==> config.mk <==
export PLATFORM = sky130hd
export DESIGN_NAME = wgr_top
export DESIGN_NICKNAME = d
export VERILOG_FILES = /design/src/hdl/wgr_pkg.sv /design/src/hdl/wgr_setting.sv /design/src/hdl/wgr_clamp.sv /design/src/hdl/wgr_top.sv
export SDC_FILE = /design/constraint.sdc
export NUM_CORES = 1
export LEC_CHECK = 0
export ABC_AREA = 0
export BUFFER_PORTS_ARGS = -buffer_cell sky130_fd_sc_hd__buf_2
export CORE_ASPECT_RATIO = 1.1
export CORE_MARGIN = 5
export CORE_UTILIZATION = 53
export DETAILED_ROUTE_END_ITERATION = 8
export PLACE_DENSITY = 0.85
export SETUP_SLACK_MARGIN = 0.02
export SKIP_LAST_GASP = 1
export SLEW_MARGIN = 20
export SYNTH_ARGS = -nofsm -noshare
export SYNTH_HDL_FRONTEND = slang
export SYNTH_HIERARCHICAL = 1
export SYNTH_SLANG_ARGS = --single-unit
==> constraint.sdc <==
create_clock -name clk -period 3.8 [get_ports clk]
set_input_delay 0.38 -clock clk [delete_from_list [all_inputs] [get_ports clk]]
set_output_delay 0.38 -clock clk [all_outputs]
set_load 0.005 [all_outputs]
==> src/hdl/wgr_pkg.sv <==
// Package: constants and carrier types for the web guide remote command block
package wgr_pkg;

    // ---------------------------------------------------------------
    // Register word selects on the write port
    // ---------------------------------------------------------------
    localparam logic [1:0] ADDR_COMMAND = 2'h0;
    localparam logic [1:0] ADDR_OFFSET  = 2'h1;
    localparam logic [1:0] ADDR_SPEED   = 2'h2;
    localparam logic [1:0] ADDR_ACCEL   = 2'h3;

    // ---------------------------------------------------------------
    // Command word bit positions
    // ---------------------------------------------------------------
    localparam int BIT_REMOTE   = 8;
    localparam int BIT_AUTO     = 9;
    localparam int BIT_RIGHT    = 11;
    localparam int BIT_CENTER   = 12;
    localparam int BIT_GROSS_EN = 13;

    // ---------------------------------------------------------------
    // Speed and acceleration word fields
    // ---------------------------------------------------------------
    localparam int SPD_EN_BIT = 15;
    localparam int SPD_LSB    = 8;
    localparam int ACC_EN_BIT = 7;
    localparam int ACC_LSB    = 0;
    localparam int SET_W      = 7;
    localparam logic [6:0] SET_MAX = 7'h64;

    // ---------------------------------------------------------------
    // Guide point units: one unit = 0.0635 mm (1/400 inch)
    // ---------------------------------------------------------------
    localparam real UNIT_MM      = 0.0635;
    localparam real STEP_MM      = 0.254;
    localparam real MARGIN_MM    = 3.175;
    // Cast rounds to nearest already, so no half is added
    localparam int  STEP_UNITS   = int'(STEP_MM / UNIT_MM);
    localparam int  MARGIN_UNITS = int'(MARGIN_MM / UNIT_MM);

    // Reset values
    localparam logic [15:0] CMD_RST   = 16'h0000;
    localparam logic [6:0]  SPEED_RST = 7'h32;
    localparam logic [6:0]  ACCEL_RST = 7'h32;

    // Write port bundle
    typedef struct packed {
        logic        wr;
        logic [1:0]  addr;
        logic [15:0] data;
    } wgr_wr_type;

    // Manual motion requests
    typedef struct packed {
        logic jog_right;
        logic center_start;
    } wgr_motion_type;

    // Automatic guide point operations
    typedef enum logic [1:0] {
        GP_NONE  = 2'b00,
        GP_STEP  = 2'b01,
        GP_MID   = 2'b10,
        GP_GROSS = 2'b11
    } wgr_gp_op_type;

endpackage

==> src/hdl/wgr_setting.sv <==
// Gated register for one 7-bit actuator setting word
`timescale 1ns/1ps
module wgr_setting #(
    parameter int          LSB     = 0,
    parameter int          EN_BIT  = 7,
    parameter logic [6:0]  RST_VAL = 7'h00,
    parameter logic [6:0]  MAX_VAL = 7'h64
) (
    input  wire logic        clk,
    input  wire logic        rst,
    input  wire logic        wr_sel,
    input  wire logic [15:0] wr_data,
    output logic [6:0]       value_q
);
    logic [6:0] field;

    assign field = wr_data[LSB +: 7];

    // Update only with enable bit set and legal value
    always_ff @(posedge clk or posedge rst) begin
        if (rst) begin
            value_q <= RST_VAL;
        end else if (wr_sel && wr_data[EN_BIT] && field <= MAX_VAL) begin
            value_q <= field;
        end
    end

    chk_gated_update: assert property (@(posedge clk) disable iff (rst)
        (wr_sel && !wr_data[EN_BIT]) |=> $stable(value_q))
        else $error("setting changed without enable bit");
endmodule

==> src/hdl/wgr_clamp.sv <==
// Guide point clamp to the window with travel margin
`timescale 1ns/1ps
module wgr_clamp #(
    parameter int GP_W = 18
) (
    input  wire logic signed [GP_W-1:0] value,
    input  wire logic signed [GP_W-1:0] lo,
    input  wire logic signed [GP_W-1:0] hi,
    output logic signed [GP_W-1:0]      result
);
    // Clip to the nearer limit
    always_comb begin
        if (value < lo) begin
            result = lo;
        end else if (value > hi) begin
            result = hi;
        end else begin
            result = value;
        end
    end
endmodule

==> src/hdl/wgr_top.sv <==
// Web guide remote command decoder
//
// Functional notes
// - Manual mode: bit 11 one starts jog right, zero stops it.
// - Jog right state changes only by writes, not at travel end.
// - Auto mode: bit 11 rising raises guide point by 0.254 mm unless bit 12 rises in the same write.
// - Any guide point change is clipped to the window limits.
// - Manual mode: bit 12 rising starts servo centre; zero does nothing.
// - Servo centre bit keeps written value when centre is reached.
// - Auto mode: bit 12 rising sets guide point to window middle.
// - Limits keep 3.175 mm travel on both sides of guide point if the window is 6.35 mm or more; narrower windows pin it to the middle.
// - Bit 13 enables gross guide point positioning by signed offset.
// - Offset word applied only while bit 13 is one.
// - Positive offset moves right, negative moves left, from middle.
// - One offset unit is 0.0635 mm.
// - Speed takes bits 14..8 only when bit 15 set, range 0..100.
// - Accel takes bits 6..0 only when bit 7 set, range 0..100.
// - Bit 9 selects manual (0) or automatic (1) mode.
// - Bit 8 hands control to the remote controller.
`timescale 1ns/1ps
module wgr_top #(
    parameter int GP_W = 18
) (
    input  wire logic                   clk,
    input  wire logic                   rst,
    input  wire wgr_pkg::wgr_wr_type    wr,
    input  wire logic [GP_W-2:0]        window_units,
    output logic                        remote_ctrl,
    output logic                        auto_mode,
    output wgr_pkg::wgr_motion_type     motion,
    output logic                        gross_en,
    output logic signed [GP_W-1:0]      guide_point_q,
    output logic                        gp_update,
    output wgr_pkg::wgr_gp_op_type      gp_op,
    output logic [6:0]                  speed_q,
    output logic [6:0]                  accel_q
);
    // ---------------------------------------------------------------
    // Decoded write strobes
    // ---------------------------------------------------------------
    logic        cmd_we;
    logic        off_we;
    logic        spd_we;
    logic        acc_we;
    logic [15:0] cmd_q;
    logic [15:0] cmd_d;
    logic        jog_q;
    logic        center_q;
    logic [6:0]  spd_field;
    logic [6:0]  acc_field;

    assign cmd_we = wr.wr && wr.addr == wgr_pkg::ADDR_COMMAND;
    assign off_we = wr.wr && wr.addr == wgr_pkg::ADDR_OFFSET;
    assign spd_we = wr.wr && wr.addr == wgr_pkg::ADDR_SPEED;
    assign acc_we = wr.wr && wr.addr == wgr_pkg::ADDR_ACCEL;

    // Reserved bits dropped before storing
    assign cmd_d = {2'b00, wr.data[13:8], 8'h00};

    // ---------------------------------------------------------------
    // Command word store, changed only by writes
    // ---------------------------------------------------------------
    always_ff @(posedge clk or posedge rst) begin
        if (rst) begin
            cmd_q <= wgr_pkg::CMD_RST;
        end else if (cmd_we) begin
            cmd_q <= cmd_d;
        end
    end

    // Setting fields, watched by the checks
    assign spd_field = wr.data[wgr_pkg::SPD_LSB +: wgr_pkg::SET_W];
    assign acc_field = wr.data[wgr_pkg::ACC_LSB +: wgr_pkg::SET_W];

    assign remote_ctrl = cmd_q[wgr_pkg::BIT_REMOTE];
    assign auto_mode   = cmd_q[wgr_pkg::BIT_AUTO];
    assign gross_en    = cmd_q[wgr_pkg::BIT_GROSS_EN];

    // ---------------------------------------------------------------
    // Edge detection against previously written value
    // ---------------------------------------------------------------
    logic rise_right;
    logic rise_center;
    logic wr_auto;

    assign wr_auto     = cmd_d[wgr_pkg::BIT_AUTO];
    assign rise_right  = cmd_we && cmd_d[wgr_pkg::BIT_RIGHT] && !cmd_q[wgr_pkg::BIT_RIGHT];
    assign rise_center = cmd_we && cmd_d[wgr_pkg::BIT_CENTER] && !cmd_q[wgr_pkg::BIT_CENTER];

    // ---------------------------------------------------------------
    // Manual motion outputs
    // ---------------------------------------------------------------
    // Jog level follows stored bit in manual mode
    always_ff @(posedge clk or posedge rst) begin
        if (rst) begin
            jog_q <= 1'b0;
        end else if (cmd_we) begin
            jog_q <= !wr_auto && cmd_d[wgr_pkg::BIT_RIGHT];
        end
    end

    // Centre start pulse on rising bit in manual mode
    always_ff @(posedge clk or posedge rst) begin
        if (rst) begin
            center_q <= 1'b0;
        end else begin
            center_q <= rise_center && !wr_auto;
        end
    end

    // Both motion requests leave as one bundle
    assign motion = '{jog_right: jog_q, center_start: center_q};

    // ---------------------------------------------------------------
    // Guide point limits, in offset units from window middle
    // ---------------------------------------------------------------
    localparam logic signed [GP_W-1:0] STEP   = GP_W'(wgr_pkg::STEP_UNITS);
    localparam logic signed [GP_W-1:0] MARGIN = GP_W'(wgr_pkg::MARGIN_UNITS);

    logic signed [GP_W-1:0] half_w;
    logic signed [GP_W-1:0] lim_hi;
    logic signed [GP_W-1:0] lim_lo;
    logic signed [GP_W-1:0] gp_target;
    logic signed [GP_W-1:0] gp_clip;
    logic signed [GP_W-1:0] offset_ext;

    assign half_w     = signed'({2'b00, window_units[GP_W-2:1]});
    assign lim_hi     = (half_w > MARGIN) ? half_w - MARGIN : '0;
    assign lim_lo     = -lim_hi;
    assign offset_ext = GP_W'(signed'(wr.data));

    // ---------------------------------------------------------------
    // Guide point operation select: step and middle in automatic mode, gross offset in either mode
    // ---------------------------------------------------------------
    wgr_pkg::wgr_gp_op_type op_d;

    always_comb begin
        op_d = wgr_pkg::GP_NONE;
        if (cmd_we && wr_auto && rise_center) begin
            op_d = wgr_pkg::GP_MID;
        end else if (cmd_we && wr_auto && rise_right) begin
            op_d = wgr_pkg::GP_STEP;
        end else if (gross_en && off_we) begin
            op_d = wgr_pkg::GP_GROSS;
        end
    end

    // Target before clipping
    always_comb begin
        case (op_d)
            wgr_pkg::GP_STEP: begin
                gp_target = guide_point_q + STEP;
            end
            wgr_pkg::GP_MID: begin
                gp_target = '0;
            end
            wgr_pkg::GP_GROSS: begin
                gp_target = offset_ext;
            end
            default: begin
                gp_target = guide_point_q;
            end
        endcase
    end

    wgr_clamp #(
        .GP_W (GP_W)
    ) u_clamp (
        .value  (gp_target),
        .lo     (lim_lo),
        .hi     (lim_hi),
        .result (gp_clip)
    );

    // Guide point register and update pulse
    always_ff @(posedge clk or posedge rst) begin
        if (rst) begin
            guide_point_q <= '0;
            gp_update     <= 1'b0;
            gp_op         <= wgr_pkg::GP_NONE;
        end else begin
            gp_update <= op_d != wgr_pkg::GP_NONE;
            gp_op     <= op_d;
            if (op_d != wgr_pkg::GP_NONE) begin
                guide_point_q <= gp_clip;
            end
        end
    end

    // ---------------------------------------------------------------
    // Actuator settings
    // ---------------------------------------------------------------
    wgr_setting #(
        .LSB     (wgr_pkg::SPD_LSB),
        .EN_BIT  (wgr_pkg::SPD_EN_BIT),
        .RST_VAL (wgr_pkg::SPEED_RST),
        .MAX_VAL (wgr_pkg::SET_MAX)
    ) u_speed (
        .clk     (clk),
        .rst     (rst),
        .wr_sel  (spd_we),
        .wr_data (wr.data),
        .value_q (speed_q)
    );

    wgr_setting #(
        .LSB     (wgr_pkg::ACC_LSB),
        .EN_BIT  (wgr_pkg::ACC_EN_BIT),
        .RST_VAL (wgr_pkg::ACCEL_RST),
        .MAX_VAL (wgr_pkg::SET_MAX)
    ) u_accel (
        .clk     (clk),
        .rst     (rst),
        .wr_sel  (acc_we),
        .wr_data (wr.data),
        .value_q (accel_q)
    );

    // ---------------------------------------------------------------
    // Checks
    // ---------------------------------------------------------------
    chk_jog_follows: assert property (@(posedge clk) disable iff (rst)
        (cmd_we && !wr.data[wgr_pkg::BIT_AUTO]) |=> (motion.jog_right == $past(wr.data[wgr_pkg::BIT_RIGHT])))
        else $error("jog right does not follow command bit");

    chk_cmd_hold: assert property (@(posedge clk) disable iff (rst)
        !cmd_we |=> $stable(cmd_q))
        else $error("command word changed without write");

    chk_step_size: assert property (@(posedge clk) disable iff (rst)
        (op_d == wgr_pkg::GP_STEP && guide_point_q + STEP <= lim_hi) |=>
        (guide_point_q == $past(guide_point_q) + STEP))
        else $error("step did not add one step");

    chk_within_limits: assert property (@(posedge clk) disable iff (rst)
        gp_update |-> (guide_point_q <= lim_hi && guide_point_q >= lim_lo))
        else $error("guide point outside limits");

    chk_center_pulse: assert property (@(posedge clk) disable iff (rst)
        motion.center_start |=> !motion.center_start)
        else $error("centre start longer than one cycle");

    chk_mid_zero: assert property (@(posedge clk) disable iff (rst)
        (gp_op == wgr_pkg::GP_MID) |-> (guide_point_q == 0))
        else $error("midpoint not zero");

    chk_gross_gate: assert property (@(posedge clk) disable iff (rst)
        (off_we && !gross_en && !cmd_we) |=> $stable(guide_point_q))
        else $error("offset applied while gross disabled");

    chk_reserved_zero: assert property (@(posedge clk) disable iff (rst)
        cmd_q[15:14] == 2'b00 && cmd_q[7:0] == 8'h00)
        else $error("reserved command bits stored");

    // Auto-mode write never leaves jog running
    chk_jog_auto_off: assert property (@(posedge clk) disable iff (rst)
        (cmd_we && wr.data[wgr_pkg::BIT_AUTO]) |=> !motion.jog_right)
        else $error("jog right left on by auto mode write");

    // Jog level moves only on a command write
    chk_jog_no_write: assert property (@(posedge clk) disable iff (rst)
        !cmd_we |=> $stable(motion.jog_right))
        else $error("jog right changed without write");

    // Command write without a rising bit gives no guide point change
    chk_step_once: assert property (@(posedge clk) disable iff (rst)
        (cmd_we && !rise_right && !rise_center) |=> !gp_update)
        else $error("guide point changed without rising bit");

    // No write at all, no guide point change
    chk_idle_quiet: assert property (@(posedge clk) disable iff (rst)
        (!cmd_we && !off_we) |=> !gp_update)
        else $error("guide point changed without write");

    // Servo centre only in manual mode
    chk_center_auto_off: assert property (@(posedge clk) disable iff (rst)
        (cmd_we && wr.data[wgr_pkg::BIT_AUTO]) |=> !motion.center_start)
        else $error("centre start in auto mode");

    // Servo centre needs a rising bit
    chk_center_needs_rise: assert property (@(posedge clk) disable iff (rst)
        !rise_center |=> !motion.center_start)
        else $error("centre start without rising bit");

    // Stored centre bit is the written one
    chk_center_keep: assert property (@(posedge clk) disable iff (rst)
        cmd_we |=> (cmd_q[wgr_pkg::BIT_CENTER] == $past(wr.data[wgr_pkg::BIT_CENTER])))
        else $error("centre bit differs from written value");

    // Margin left on both sides of a new guide point other than the middle
    chk_margin_kept: assert property (@(posedge clk) disable iff (rst)
        gp_update |-> (guide_point_q == 0 ||
                       (guide_point_q + MARGIN <= half_w && guide_point_q - MARGIN >= -half_w)))
        else $error("travel margin not kept");

    // In-range offset lands unchanged
    chk_gross_value: assert property (@(posedge clk) disable iff (rst)
        (op_d == wgr_pkg::GP_GROSS && offset_ext <= lim_hi && offset_ext >= lim_lo) |=>
        (guide_point_q == $past(offset_ext)))
        else $error("gross offset not applied as written");

    // Enabled gross offset write always acts
    chk_gross_applies: assert property (@(posedge clk) disable iff (rst)
        (off_we && gross_en) |=> gp_update)
        else $error("enabled offset write ignored");

    // Step past the top stops at the limit
    chk_step_clip: assert property (@(posedge clk) disable iff (rst)
        (op_d == wgr_pkg::GP_STEP && guide_point_q + STEP > lim_hi) |=>
        (guide_point_q == $past(lim_hi)))
        else $error("step not clipped to limit");

    // Mode follows the written mode bit
    chk_mode_bit: assert property (@(posedge clk) disable iff (rst)
        cmd_we |=> (auto_mode == $past(wr.data[wgr_pkg::BIT_AUTO])))
        else $error("mode differs from written bit");

    // Remote control follows the written bit
    chk_remote_bit: assert property (@(posedge clk) disable iff (rst)
        cmd_we |=> (remote_ctrl == $past(wr.data[wgr_pkg::BIT_REMOTE])))
        else $error("remote control differs from written bit");

    // Speed never leaves its legal range
    chk_speed_legal: assert property (@(posedge clk) disable iff (rst)
        speed_q <= wgr_pkg::SET_MAX)
        else $error("speed above range");

    // Acceleration never leaves its legal range
    chk_accel_legal: assert property (@(posedge clk) disable iff (rst)
        accel_q <= wgr_pkg::SET_MAX)
        else $error("acceleration above range");

    // Enabled legal speed is taken
    chk_speed_take: assert property (@(posedge clk) disable iff (rst)
        (spd_we && wr.data[wgr_pkg::SPD_EN_BIT] && spd_field <= wgr_pkg::SET_MAX) |=>
        (speed_q == $past(spd_field)))
        else $error("enabled speed not taken");

    // Enabled legal acceleration is taken
    chk_accel_take: assert property (@(posedge clk) disable iff (rst)
        (acc_we && wr.data[wgr_pkg::ACC_EN_BIT] && acc_field <= wgr_pkg::SET_MAX) |=>
        (accel_q == $past(acc_field)))
        else $error("enabled acceleration not taken");

    cov_step: cover property (@(posedge clk) disable iff (rst) op_d == wgr_pkg::GP_STEP);
    cov_mid: cover property (@(posedge clk) disable iff (rst) op_d == wgr_pkg::GP_MID);
    cov_gross: cover property (@(posedge clk) disable iff (rst) op_d == wgr_pkg::GP_GROSS);
    cov_center: cover property (@(posedge clk) disable iff (rst) motion.center_start);
    cov_clip: cover property (@(posedge clk) disable iff (rst) gp_update && guide_point_q == lim_hi);
endmodule

=== Word level (Yosys, flattened, before mapping) ===
Cells that the tools add are included.

* Bits in writable memories: 0
* Bits in registers: 43
* Output and inout port bits: 40
* Memories: 0
* Latch bits: 0
* Bits of input ports: 38
* Word-level logic and storage cells: 52
* ROM bits: 0

* Equal/unequal tests: 6
* Add/sub/neg operators: 3
* Reduce and logical (&&, ||, !) cells: 23
* Muxes and demuxes: 7
* $mul: 0
* Shift operators: 0
* Divide/modulo/power cells: 0
* Bitwise operators: 0
* $lt $le $gt $ge: 5

{| class="wikitable"
|+ Operators with widths
! operator !! number
|-
| two-way mux 18 bit || 3
|-
| case mux 18 bit (3 select lines) || 1
|-
| adder 18 x 4 -> 18 bit (second input constant) || 1
|-
| greater-than comparator 18 bit || 1
|-
| logical AND 1 bit || 18
|-
| less-than comparator 18 bit || 1
|-
| negator 18 bit || 1
|-
| subtractor 16 x 6 -> 17 bit (second input constant) || 1
|-
| greater-than comparator 16 x 6 -> 1 bit (second input constant) || 1
|-
| <= comparator 7 bit (second input constant) || 2
|-
| == test 2 bit (second input constant) || 4
|-
| two-way mux 2 bit || 3
|-
| == test 2 x 1 -> 1 bit (second input constant) || 2
|-
| logical NOT 1 bit || 3
|-
| logical NOT 2 bit || 1
|-
| nonzero test 2 bit || 1
|}

=== Logic depth before layout (Yosys ltp) ===
Gate-level depths: netlist (run 1).

* Depth after elaboration: 12
* Mapped depth: 25
* Depth with buffers taken out: 22

=== By module ===
The synthesis (run 1) kept the hierarchy.

{| class="wikitable"
|+ Modules (own cells, without submodules)
! module !! times used !! seq. area each (µm²) !! area each (µm²) !! cells an instance
|-
| wgr_top || 1 || 700.7 || 2610.0 || 356
|-
| wgr_clamp || 1 || 0.0 || 1411.4 || 211
|-
| wgr_setting || 2 || 178.9 || 340.3 || 26
|}

=== Least setup slack after synthesis (run 1) ===
OpenSTA, ideal clock, no wires.

* Kind: input to register
* From: input window_units[11]
* To: register guide_point_q[13]
* Buffers on the path: 4
* Data arrival time: 4.681 ns
* Setup slack: -0.964 ns
* Library setup time: 0.083 ns
* Data required time: 3.717 ns
* Cell stages on the path: 23
* Cell sequence: buf_4 -> or4_1 -> or3_4 -> or3_1 -> buf_2 -> and2_1 -> inv_1 -> ha_1 -> nand2_1 -> nor4_1 -> a21boi_0 -> a211oi_1 -> inv_1 -> ha_1 -> and4_1 -> a221oi_1 -> nor2_1 -> or2_1 -> buf_2 -> buf_2 -> a31oi_1 -> nand2_1 -> o21ai_0

* Word-level cells in the longest chain between the ends: 5
* Elaborated cells on any way between the ends: 8
* Those cells by class: 2 x add/sub; 3 x order compare; 3 x mux

{| class="wikitable"
|+ Ends and longest elaborated chain
! element !! line !! RTL
|-
| start, declared || wgr_top.sv:27 || <nowiki>input wire logic [GP_W-2:0] window_units,</nowiki>
|-
| greater-than comparator 16 x 6 -> 1 bit || wgr_top.sv:128 || <nowiki>assign lim_hi = (half_w > MARGIN) ? half_w - MARGIN : '0;</nowiki>
|-
| two-way mux 18 bit || wgr_top.sv:128 ||
|-
| via lim_hi[0] || wgr_top.sv:121 || <nowiki>logic signed [GP_W-1:0] lim_hi;</nowiki>
|-
| negator 18 bit || wgr_top.sv:129 || <nowiki>assign lim_lo = -lim_hi;</nowiki>
|-
| via lim_lo[12] || wgr_top.sv:122 || <nowiki>logic signed [GP_W-1:0] lim_lo;</nowiki>
|-
| less-than comparator 18 bit || wgr_clamp.sv:13 || <nowiki>if (value < lo) begin</nowiki>
|-
| two-way mux 18 bit || wgr_clamp.sv:13 ||
|-
| via gp_clip[13] || wgr_top.sv:124 || <nowiki>logic signed [GP_W-1:0] gp_clip;</nowiki>
|-
| end signal, assigned || wgr_top.sv:185 || <nowiki>guide_point_q <= gp_clip;</nowiki>
|-
| end, declared || wgr_top.sv:32 || <nowiki>output logic signed [GP_W-1:0] guide_point_q,</nowiki>
|}

The timed path passes the listed nets, and every way through them passes these cells.
A chain may end at the register's enable or synchronous reset.

=== Final worst setup path (run 1) ===
* From: input window_units[10]
* To: register guide_point_q[10]

Same word-level chain as after synthesis.

==> results of run 1 <==
worst max-delay path by stage:
stage	startpoint	depth (start not counted)	end	slack [ns]
final	window_units[10]	22	guide_point_q[10]	-0.33
after global routing	window_units[10]	22	guide_point_q[10]	-0.43
after CTS	window_units[10]	22	guide_point_q[12]	-0.20
after detailed placement	window_units[12]	21	guide_point_q[6]	-0.73
after global placement	window_units[12]	21	guide_point_q[13]	-0.55
after floorplan	window_units[11]	23	guide_point_q[13]	-0.77
final cells by class:
type                            instances  share of cell area
Timing Repair Buffer                  201               0.217
Inverter                               55              0.0326
Clock buffer                            5              0.0109
Tap cell                              114              0.0225
Clock inverter                          3             0.00632
Sequential cell                        42               0.167
Multi-Input combinational cell        491               0.544
timing repair:
action,4_1_cts,5_1_grt
endpoints found under the setup margin,18,18
resized for setup,9,22
setup buffers,3,1
cloned,1,1
pin swaps,26,7
power groups by stage:
stage                     logic (mW)  clock network [mW]  registers [mW]
after floorplan                 1.03                   0           0.720
after global placement          1.67                   0           0.686
after detailed placement        1.75                   0           0.696
after CTS                       1.79               0.346           0.688
after global routing            2.08               0.368           0.715
final                           1.91               0.343           0.697
layout by cell type, fill, tap and decap left out, types with 4 or more instances in the layout:
master | Yosys | layout
nor3_1 | 29 | 27
o21ai_1 | 20 | 20
dfrtp_1 | 36 | 36
inv_1 | 55 | 52
dfstp_2 | 6 | 6
a221o_1 | 7 | 7
nand3_1 | 30 | 30
nor4_1 | 7 | 5
and3b_1 | 4 | 4
buf_4 | 4 | 119
nand2b_1 | 5 | 5
clkbuf_8 | 0 | 5
a311oi_1 | 4 | 4
o311ai_0 | 4 | 4
o21ai_0 | 26 | 24
xor2_1 | 6 | 6
o21a_1 | 4 | 4
or3_1 | 5 | 4
a21oi_1 | 19 | 17
nand4_1 | 10 | 10
xnor2_1 | 11 | 11
buf_6 | 4 | 6
a31oi_1 | 25 | 21
ha_1 | 38 | 35
a21o_1 | 4 | 4
mux2_2 | 15 | 15
nor2_1 | 46 | 45
buf_2 | 11 | 74
a211o_1 | 4 | 4
nand2_1 | 90 | 89
and3_1 | 7 | 6
o211ai_1 | 6 | 6
nor2b_1 | 8 | 8
kinds of logic (layout without fill, tap and decap cells):
group | after synthesis | after routing
XOR/XNOR | 17 | 17
flip-flops | 42 | 42
multiplexers | 15 | 15
adder cells (fa/ha/maj) | 38 | 38
buffers and inverters | 87 | 264
AND/OR/NAND/NOR | 270 | 270
AO/OA/AOI/OAI | 150 | 151
critical path: stages:
cell,delay (ns)
buf_6,0.09
or4_4,0.52
or3_4,0.34
or3_4,0.34
and2_4,0.17
inv_2,0.06
ha_4,0.13
nand2_4,0.06
nor4_4,0.27
a21boi_2,0.10
a211oi_2,0.24
inv_1,0.10
ha_4,0.24
a21oi_2,0.11
nand2_1,0.08
a221oi_2,0.28
nor2_2,0.07
or2_4,0.26
buf_6,0.14
a31oi_2,0.20
nand2_1,0.11
nand2_1,0.07
per-layer routing:
layer / wire length (um) / GRT usage
met1: 5890 / 0.319
met2: 7830 / 0.514
met3: 1040 / 0.0288
met4: 601 / 0.113
met5: 0 / 0
registers in the layout, indices dropped and copies added (netlist names):
name and count:
guide_point_q 18, cmd_q 5, gp_op 2, center_q 1, u_accel/value_q 7, u_speed/value_q 7
jog_q 1, gp_update 1
==> impl_metrics.tcl, run 1 <==
set metrics [dict create \
    seq_area_um2 1060 \
    cp-start-kind "input port" \
    drive_gt1_frac 0.355 \
    postPlaceCellArea_um2 6040 \
    max_freq_mhz 242 \
    utilization 0.721 \
    syn_area_um2 4700 \
    clockPowerShare 0.116 \
    root_buffer "clkbuf_8" \
    placed_cells 897 \
    violations "negative setup slack" \
    area_growth_syn_to_layout_pct 34.7 \
    synth_xor_area_frac 0.0317 \
    cts.sinks 42 \
    slew_viol_final 0 \
    synth_area_leaders "dfrtp_1 (19%), ha_1 (10%), nand2_1 (7.2%)" \
    synth_compound_area_frac 0.232 \
    viasPerCell 6.06 \
    std_cell_rows 36 \
    maxCapViolations 0 \
    io_buffers 76 \
    total_power_mw 2.95 \
    yosys_warnings 6 \
    worstMarginPinSlew_ns 0.981 \
    seqPwrFrac 0.236 \
    yosys.area.top_type_share 0.192 \
    setup-tns-final_ns -4.07 \
    path_clk_slew_ns 0.08 \
    n_fill_cell 661 \
    grt_pass1_vias 5297 \
    cp.arrival_ns 4.37 \
    switching_share 0.440 \
    die_h_um 109 \
    drt_iter0_markers 515 \
    core_um2 8780 \
    clkLatencyLatePin_ns 0.30 \
    syn-num-nets 695 \
    synth_cell_types 75 \
    worstSetupPathType "in2reg" \
    synth_top_flop_cell "dfrtp_1" \
    cp.required_ns 4.04 \
    avgSynthCellArea_um2 7.60 \
    p_leak_nw 3.09 \
    pin_count 78 \
    num_antenna_cells 0 \
    rrSetupSlack_ns -0.22 \
    finClkSkew_ns 0.00959 \
    setup_viol 18 \
    fin_ws_ns -0.333 \
    drc 0 \
    start_util 0.535 \
    overflow 0 \
    gp_congestion 0.960 \
    regToRegEndpoint "guide_point_q[10]" \
    die_w_um 99.8 \
    synthTopCellsByCount "nand2_1 (90), inv_1 (55), nor2_1 (46), ha_1 (38), dfrtp_1 (36)" \
    p_int_mw 1.65 \
    cts_made_buffers 5 \
    nets 872 \
    synthMuxAreaShare 0.0359 \
    min_path_type "in2async" \
    vdd_drop_max_v 0.000205 \
    synth_edf_count 0 \
    cts_tree "yes" \
    grt_setup_unrepaired "yes" \
    synth_top_family_by_area "simple AND/OR/NAND/NOR gates" \
    grt_max_degree 29 \
    worst_hold_slack_ns 0.0383 \
    fin_crit_sh 1.09 \
    slew_headroom 0.342 \
    dp_slack_ns -0.734 \
    synthAdderAreaFrac 0.101 \
    period_needed_ns 4.13 \
    hold_viol_final 0 \
    synth_area_leader_cell "dfrtp_1" \
    p_switching_mw 1.30 \
    synth_seq_cells 42 \
    yosysSeqAreaShare 0.225 \
    p_comb_frac 0.648 \
    endpoint_kind "flip-flop" \
    cts_buffer_depth 2 \
    grt_usage 0.276 \
    antenna_found_initial 0 \
    totalWireLength_um 15400 \
    outcome "finished with violations" \
    grt_pass1_wl_um 24800 \
    dr.pass1.iters 5 \
    p_per_area_nw_per_um2 466 \
    worstPathMaxFanout 8 \
    vias 5521 \
    place.detailed.hpwl_um 12000 \
    r2r_cells 17 \
    cts_hold_buf 0 \
    multi_input_area_um2 3450 \
    async_reset_ff_frac 1.00 \
    final_cells 911 \
    htree_levels 2 \
    synth.most_common_cell "nand2_1" \
    route.antenna.remaining_nets 0 \
    post_drt_wl_per_cell_um 16.9 \
    r2r_start "guide_point_q[2]" \
    fp.dieArea_um2 10900 \
    synth-simple-area-share 0.292 \
    synth_cells 619 \
    fin_area_um2 6330 \
]
Power figures use the tool's default switching activity.
==> run 2: changes to the inputs <==
- REMOVE_ABC_BUFFERS: default -> 1
==> run 2 against run 1 <==
The run still ends with negative setup slack left. Final area up 6.2%. Via count up 3.2%. Worst hold slack worse by 0.020 ns. Count of clock-buffer cells in the layout up 1. Largest power group unchanged. Total power up 3.4%. Wire length up 5.2%. First-iteration DRC count down 20%.
==> impl_metrics.tcl, run 2 (synthesis results as in run 1) <==
set metrics [dict create \
    postPlaceCellArea_um2 6190 \
    cts_made_buffers 5 \
    cts_buffer_depth 2 \
    totalWireLength_um 16200 \
    min_path_type "in2async" \
    final_common_cell "buf_4" \
    core_um2 8780 \
    mostFrequentLayoutCells "buf_4 (159), nand2_1 (88), buf_2 (74)" \
    fp.dieArea_um2 10900 \
    num_antenna_cells 0 \
    maxCapViolations 0 \
    route.antenna.remaining_nets 0 \
    slew_headroom 0.605 \
    antenna_found_initial 0 \
    fin_ws_ns -0.289 \
    max_freq_mhz 245 \
    finClkSkew_ns 0.00888 \
    fin_area_um2 6720 \
    clkLatencyLatePin_ns 0.30 \
    worstPathMaxFanout 6 \
    grt_usage 0.294 \
    drt_iter0_markers 411 \
    slew_viol_final 0 \
    die_w_um 99.8 \
    n_fill_cell 617 \
    nets 913 \
    die_h_um 109 \
    io_buffers 76 \
    post_drt_wl_per_cell_um 17.0 \
    worst_hold_slack_ns 0.0182 \
    cts_tree "yes" \
    grt_max_degree 29 \
    cp-start-kind "input port" \
    cts.sinks 42 \
    grt_pass1_wl_um 26100 \
    seq_area_um2 1060 \
    largestRegisters "guide_point_q: 18 flops, u_accel/value_q: 7 flops, u_speed/value_q: 7 flops" \
    endpoint_kind "flip-flop" \
    total_power_mw 3.05 \
    std_cell_rows 36 \
    outcome "finished with violations" \
    fin_crit_sh 1.08 \
    worstMarginPinSlew_ns 0.592 \
    top_register "guide_point_q" \
    worstSetupPathType "in2reg" \
    cp.required_ns 4.04 \
    gp_congestion 0.945 \
    setup_viol 18 \
    p_leak_nw 3.33 \
    violations "negative setup slack" \
    root_buffer "clkbuf_8" \
    largest_register_ffs 18 \
    start_util 0.535 \
    grt_setup_unrepaired "yes" \
    place.detailed.hpwl_um 12500 \
    cp.arrival_ns 4.33 \
    vdd_drop_max_v 0.000207 \
    htree_levels 2 \
    cts_hold_buf 0 \
    area_growth_syn_to_layout_pct 43.0 \
    overflow 0 \
    multi_input_area_um2 3500 \
    period_needed_ns 4.09 \
    drive_gt1_frac 0.391 \
    grt_pass1_vias 5709 \
    pin_count 78 \
    viasPerCell 5.99 \
    dr.pass1.iters 7 \
    drc 0 \
    path_clk_slew_ns 0.07 \
    hold_viol_final 0 \
    vias 5699 \
    p_per_area_nw_per_um2 454 \
]
run 2: cell count changes in the layout (fill, tap and decap cells not counted), moves of 2 or more:
cell,change
buf_4,+40
nor3_1,-3
a21boi_1,+2
a21boi_2,-2
a31oi_2,-2
a31oi_4,+2
clkinv_2,-2
nor3_2,+2
run 2: layer usage:
layer	global-route usage	vias to the layer above	share of wire
met4	0.139	0	0.051
met5	0	-	0
li1	-	2673	-
met1	0.315	2696	0.38
met3	0.0275	69	0.054
met2	0.572	261	0.51
run 2: final timing paths:
check                                 start            endpoint  slack (ns)  cells after the start
max in group asynchronous               rst    guide_point_q[7]        3.25                      2
hold reg to reg            guide_point_q[0]    guide_point_q[0]        0.51                      2
min in group clk                      wr[6]  u_accel/value_q[5]        0.28                      2
setup / recovery           window_units[10]   guide_point_q[12]       -0.29                     22
setup reg to reg           guide_point_q[2]   guide_point_q[16]       -0.19                     18
hold / removal                          rst  u_accel/value_q[6]        0.02                      2
run 2: metrics by stage:
step / util / std cells / TNS (ns) / setup slack (ns)
floorplan: - / 587 / -23.28 / -1.33
global placement: 0.704 / 924 / -12.35 / -0.729
detailed placement: 0.704 / 924 / -15.75 / -0.935
CTS: 0.751 / 948 / -2.33 / -0.159
global route: 0.766 / 951 / -6.89 / -0.492
finish: 0.766 / 951 / -3.45 / -0.289
run 2: power breakdown:
group          internal, mW  total (mW)  switching [mW]
logic                 0.952        2.01            1.05
registers             0.584       0.694           0.110
clock network         0.210       0.355           0.145
run 2: what timing repair did:
| action | in CTS | in global routing |
|---|---|---|
| gates resized for setup | 34 | 19 |
| buffers inserted | 17 | 3 |
| endpoints found under the setup margin | 18 | 18 |
| hold endpoints to repair | 0 | 0 |
| pin swaps | 18 | 18 |
run 2: layout make-up:
type                            count  area share
Multi-Input combinational cell    490       0.520
Timing Repair Buffer              243       0.253
Sequential cell                    42       0.157
Inverter                           55      0.0311
Tap cell                          114      0.0212
Clock buffer                        6      0.0123
Clock inverter                      1     0.00447
run 2: worst max-delay path, cell delays in order:
cell and delay (ns):
buf_6 0.09, or4_4 0.52, or3_4 0.34, or3_4 0.35, and2_4 0.17, inv_4 0.07
ha_4 0.14, nand2_4 0.07, buf_6 0.12, nor3_4 0.12, o21ai_1 0.08, a21boi_1 0.18
inv_1 0.07, ha_1 0.28, and4_1 0.22, a221oi_2 0.25, nor2_1 0.09, or2_4 0.27
buf_6 0.14, a31oi_1 0.19, nand2_1 0.10, nand2_1 0.07
==> run 3: changes to the inputs <==
- CORE_UTILIZATION: 53 -> 58
- PLACE_DENSITY: 0.85 -> 0.88
- clock period: 3.8 -> 4.55 ns (I/O delays scaled with it)
==> run 3 against run 2 <==
The run now ends clean. Worst setup slack improved by 0.56 ns. Sequential power decreased by 12%. Core utilization decreased by 7.0 points. Sequential share of layout area increased by 3.5 points. Worst hold slack improved by 0.093 ns.
==> impl_metrics.tcl, run 3 (synthesis results as in run 1) <==
set metrics [dict create \
    maxCapViolations 0 \
    totalWireLength_um 13200 \
    endpoint_kind "flip-flop" \
    hold_viol_final 0 \
    htree_levels 2 \
    root_buffer "clkbuf_8" \
    p_per_area_nw_per_um2 384 \
    outcome "finished, final reports clean" \
    n_fill_cell 685 \
    overflow 0 \
    io_buffers 76 \
    worstMarginPinSlew_ns 0.815 \
    vias 4937 \
    multi_input_area_um2 3290 \
    vdd_drop_max_v 0.000138 \
    largest_register_ffs 18 \
    place.detailed.hpwl_um 10700 \
    std_cell_rows 34 \
    utilization 0.696 \
    core_um2 7910 \
    slowest_stage "o21a_1" \
    cts_made_buffers 5 \
    setup-tns-final_ns 0 \
    grt_pass1_wl_um 21800 \
    finClkSkew_ns 0.0100 \
    drive_gt1_frac 0.249 \
    start_util 0.594 \
    path_clk_slew_ns 0.09 \
    cp-start-kind "flip-flop" \
    drc 0 \
    route.antenna.remaining_nets 0 \
    use_met1 0.318 \
    drt_iter0_markers 314 \
    rrSetupSlack_ns 0.27 \
    top_register "guide_point_q" \
    worstSetupPathType "reg2reg" \
    max_stage_delay_ns 0.58 \
    nets 790 \
    crit_buf_inv 0 \
    grt_setup_unrepaired "yes" \
    final_cells 823 \
    slew_viol_final 0 \
    fin_ws_ns 0.273 \
    cpMostUsedCell "nand3_1" \
    die_h_um 104 \
    fin_crit_sh 0.940 \
    max_freq_mhz 234 \
    cts_tree "yes" \
    cts_buffer_depth 2 \
    cts.sinks 42 \
    setup_viol 0 \
    use_met3 0.0311 \
    path_cells "ha_1 > and3_1 > nand3_1 > nor3_2 > nand3_1 > or3b_2 > nand3_1 > ha_1 > nand4_2 > nor4_4 > a21oi_1 > o21a_1 > nand3_1 > a31oi_1 > nand2_1 > nand2_1" \
    area_growth_syn_to_layout_pct 17.1 \
    final_common_cell "nand2_1" \
    min_path_type "in2async" \
    cp.arrival_ns 4.51 \
    grt_pass1_vias 4744 \
    p_leak_nw 2.64 \
    dp_slack_ns -0.273 \
    seq_area_um2 1060 \
    die_w_um 95.9 \
    gr-usage-met2 0.464 \
    grt_max_degree 29 \
    fp.dieArea_um2 10000 \
    worstPathMaxFanout 18 \
    viasPerCell 6.00 \
    slew_headroom 0.450 \
    largestRegisters "guide_point_q: 18 flops, u_accel/value_q: 7 flops, u_speed/value_q: 7 flops" \
    antenna_found_initial 0 \
    pin_count 78 \
    fin_area_um2 5500 \
    clkLatencyLatePin_ns 0.30 \
    dr.pass1.iters 5 \
    mostFrequentLayoutCells "nand2_1 (90), buf_2 (76), inv_1 (54)" \
    cts_hold_buf 0 \
    num_antenna_cells 0 \
    placed_cells 813 \
    period_needed_ns 4.28 \
    cp.required_ns 4.79 \
    postPlaceCellArea_um2 5350 \
    grt.busiest_layer "met2" \
    cp_top_family "simple AND/OR/NAND/NOR gates" \
    grt_usage 0.262 \
    post_drt_wl_per_cell_um 16.0 \
    gp_congestion 0.943 \
]
[run 3: changes by cell type in the layout (fill, tap and decap cells not counted), moves of 3 or more]
cell,change
a21oi_2,-3
a31oi_4,-3
ha_1,+3
buf_4,-116
ha_4,-3
a21oi_1,+3
nor3_1,+3
buf_6,-7
a31oi_1,+4
[run 3: area by class of cell]
class / instances / share of cell area
Clock inverter: 3 / 0.00386
Clock buffer: 5 / 0.0125
Timing Repair Buffer: 120 / 0.131
Multi-Input combinational cell: 490 / 0.598
Inverter: 55 / 0.0375
Sequential cell: 42 / 0.192
Tap cell: 108 / 0.0246
[run 3: where the power goes]
group | total, mW | switching, mW | leakage (nW) | internal [mW]
clock network | 0.239 | 0.131 | 0.0441 | 0.108
logic | 1.26 | 0.721 | 2.08 | 0.543
registers | 0.609 | 0.121 | 0.517 | 0.488
total | 2.11 | 0.972 | 2.64 | 1.14
[run 3: routing by layer]
layer / wire length (um) / vias up
li1: - / 2431
met1: 5400 / 2255
met2: 6560 / 213
met3: 828 / 38
met4: 408 / 0
met5: 0 / -
[run 3: worst paths after layout]
kind	startpoint	end	depth (start not counted)
min in group clk	wr[14]	u_speed/value_q[5]	2
min	rst	u_accel/value_q[2]	2
max in group asynchronous	rst	guide_point_q[14]	2
min reg2reg	guide_point_q[1]	guide_point_q[1]	2
max	guide_point_q[2]	guide_point_q[15]	16
max reg2reg	guide_point_q[2]	guide_point_q[15]	16
[run 3: stage by stage]
step	hold slack, ns	power [mW]
after floorplan	0.256	1.38
after global placement	0.416	1.76
after detailed placement	0.429	1.82
after CTS	0.102	2.06
after global routing	0.128	2.30
final	0.111	2.11
[run 3: timing repair]
item / 4_1_cts / 5_1_grt
gates cloned: 0 / 0
resized for setup: 1 / 5
setup endpoints to repair: 1 / 18
setup buffers: 0 / 2
pin swaps: 0 / 2
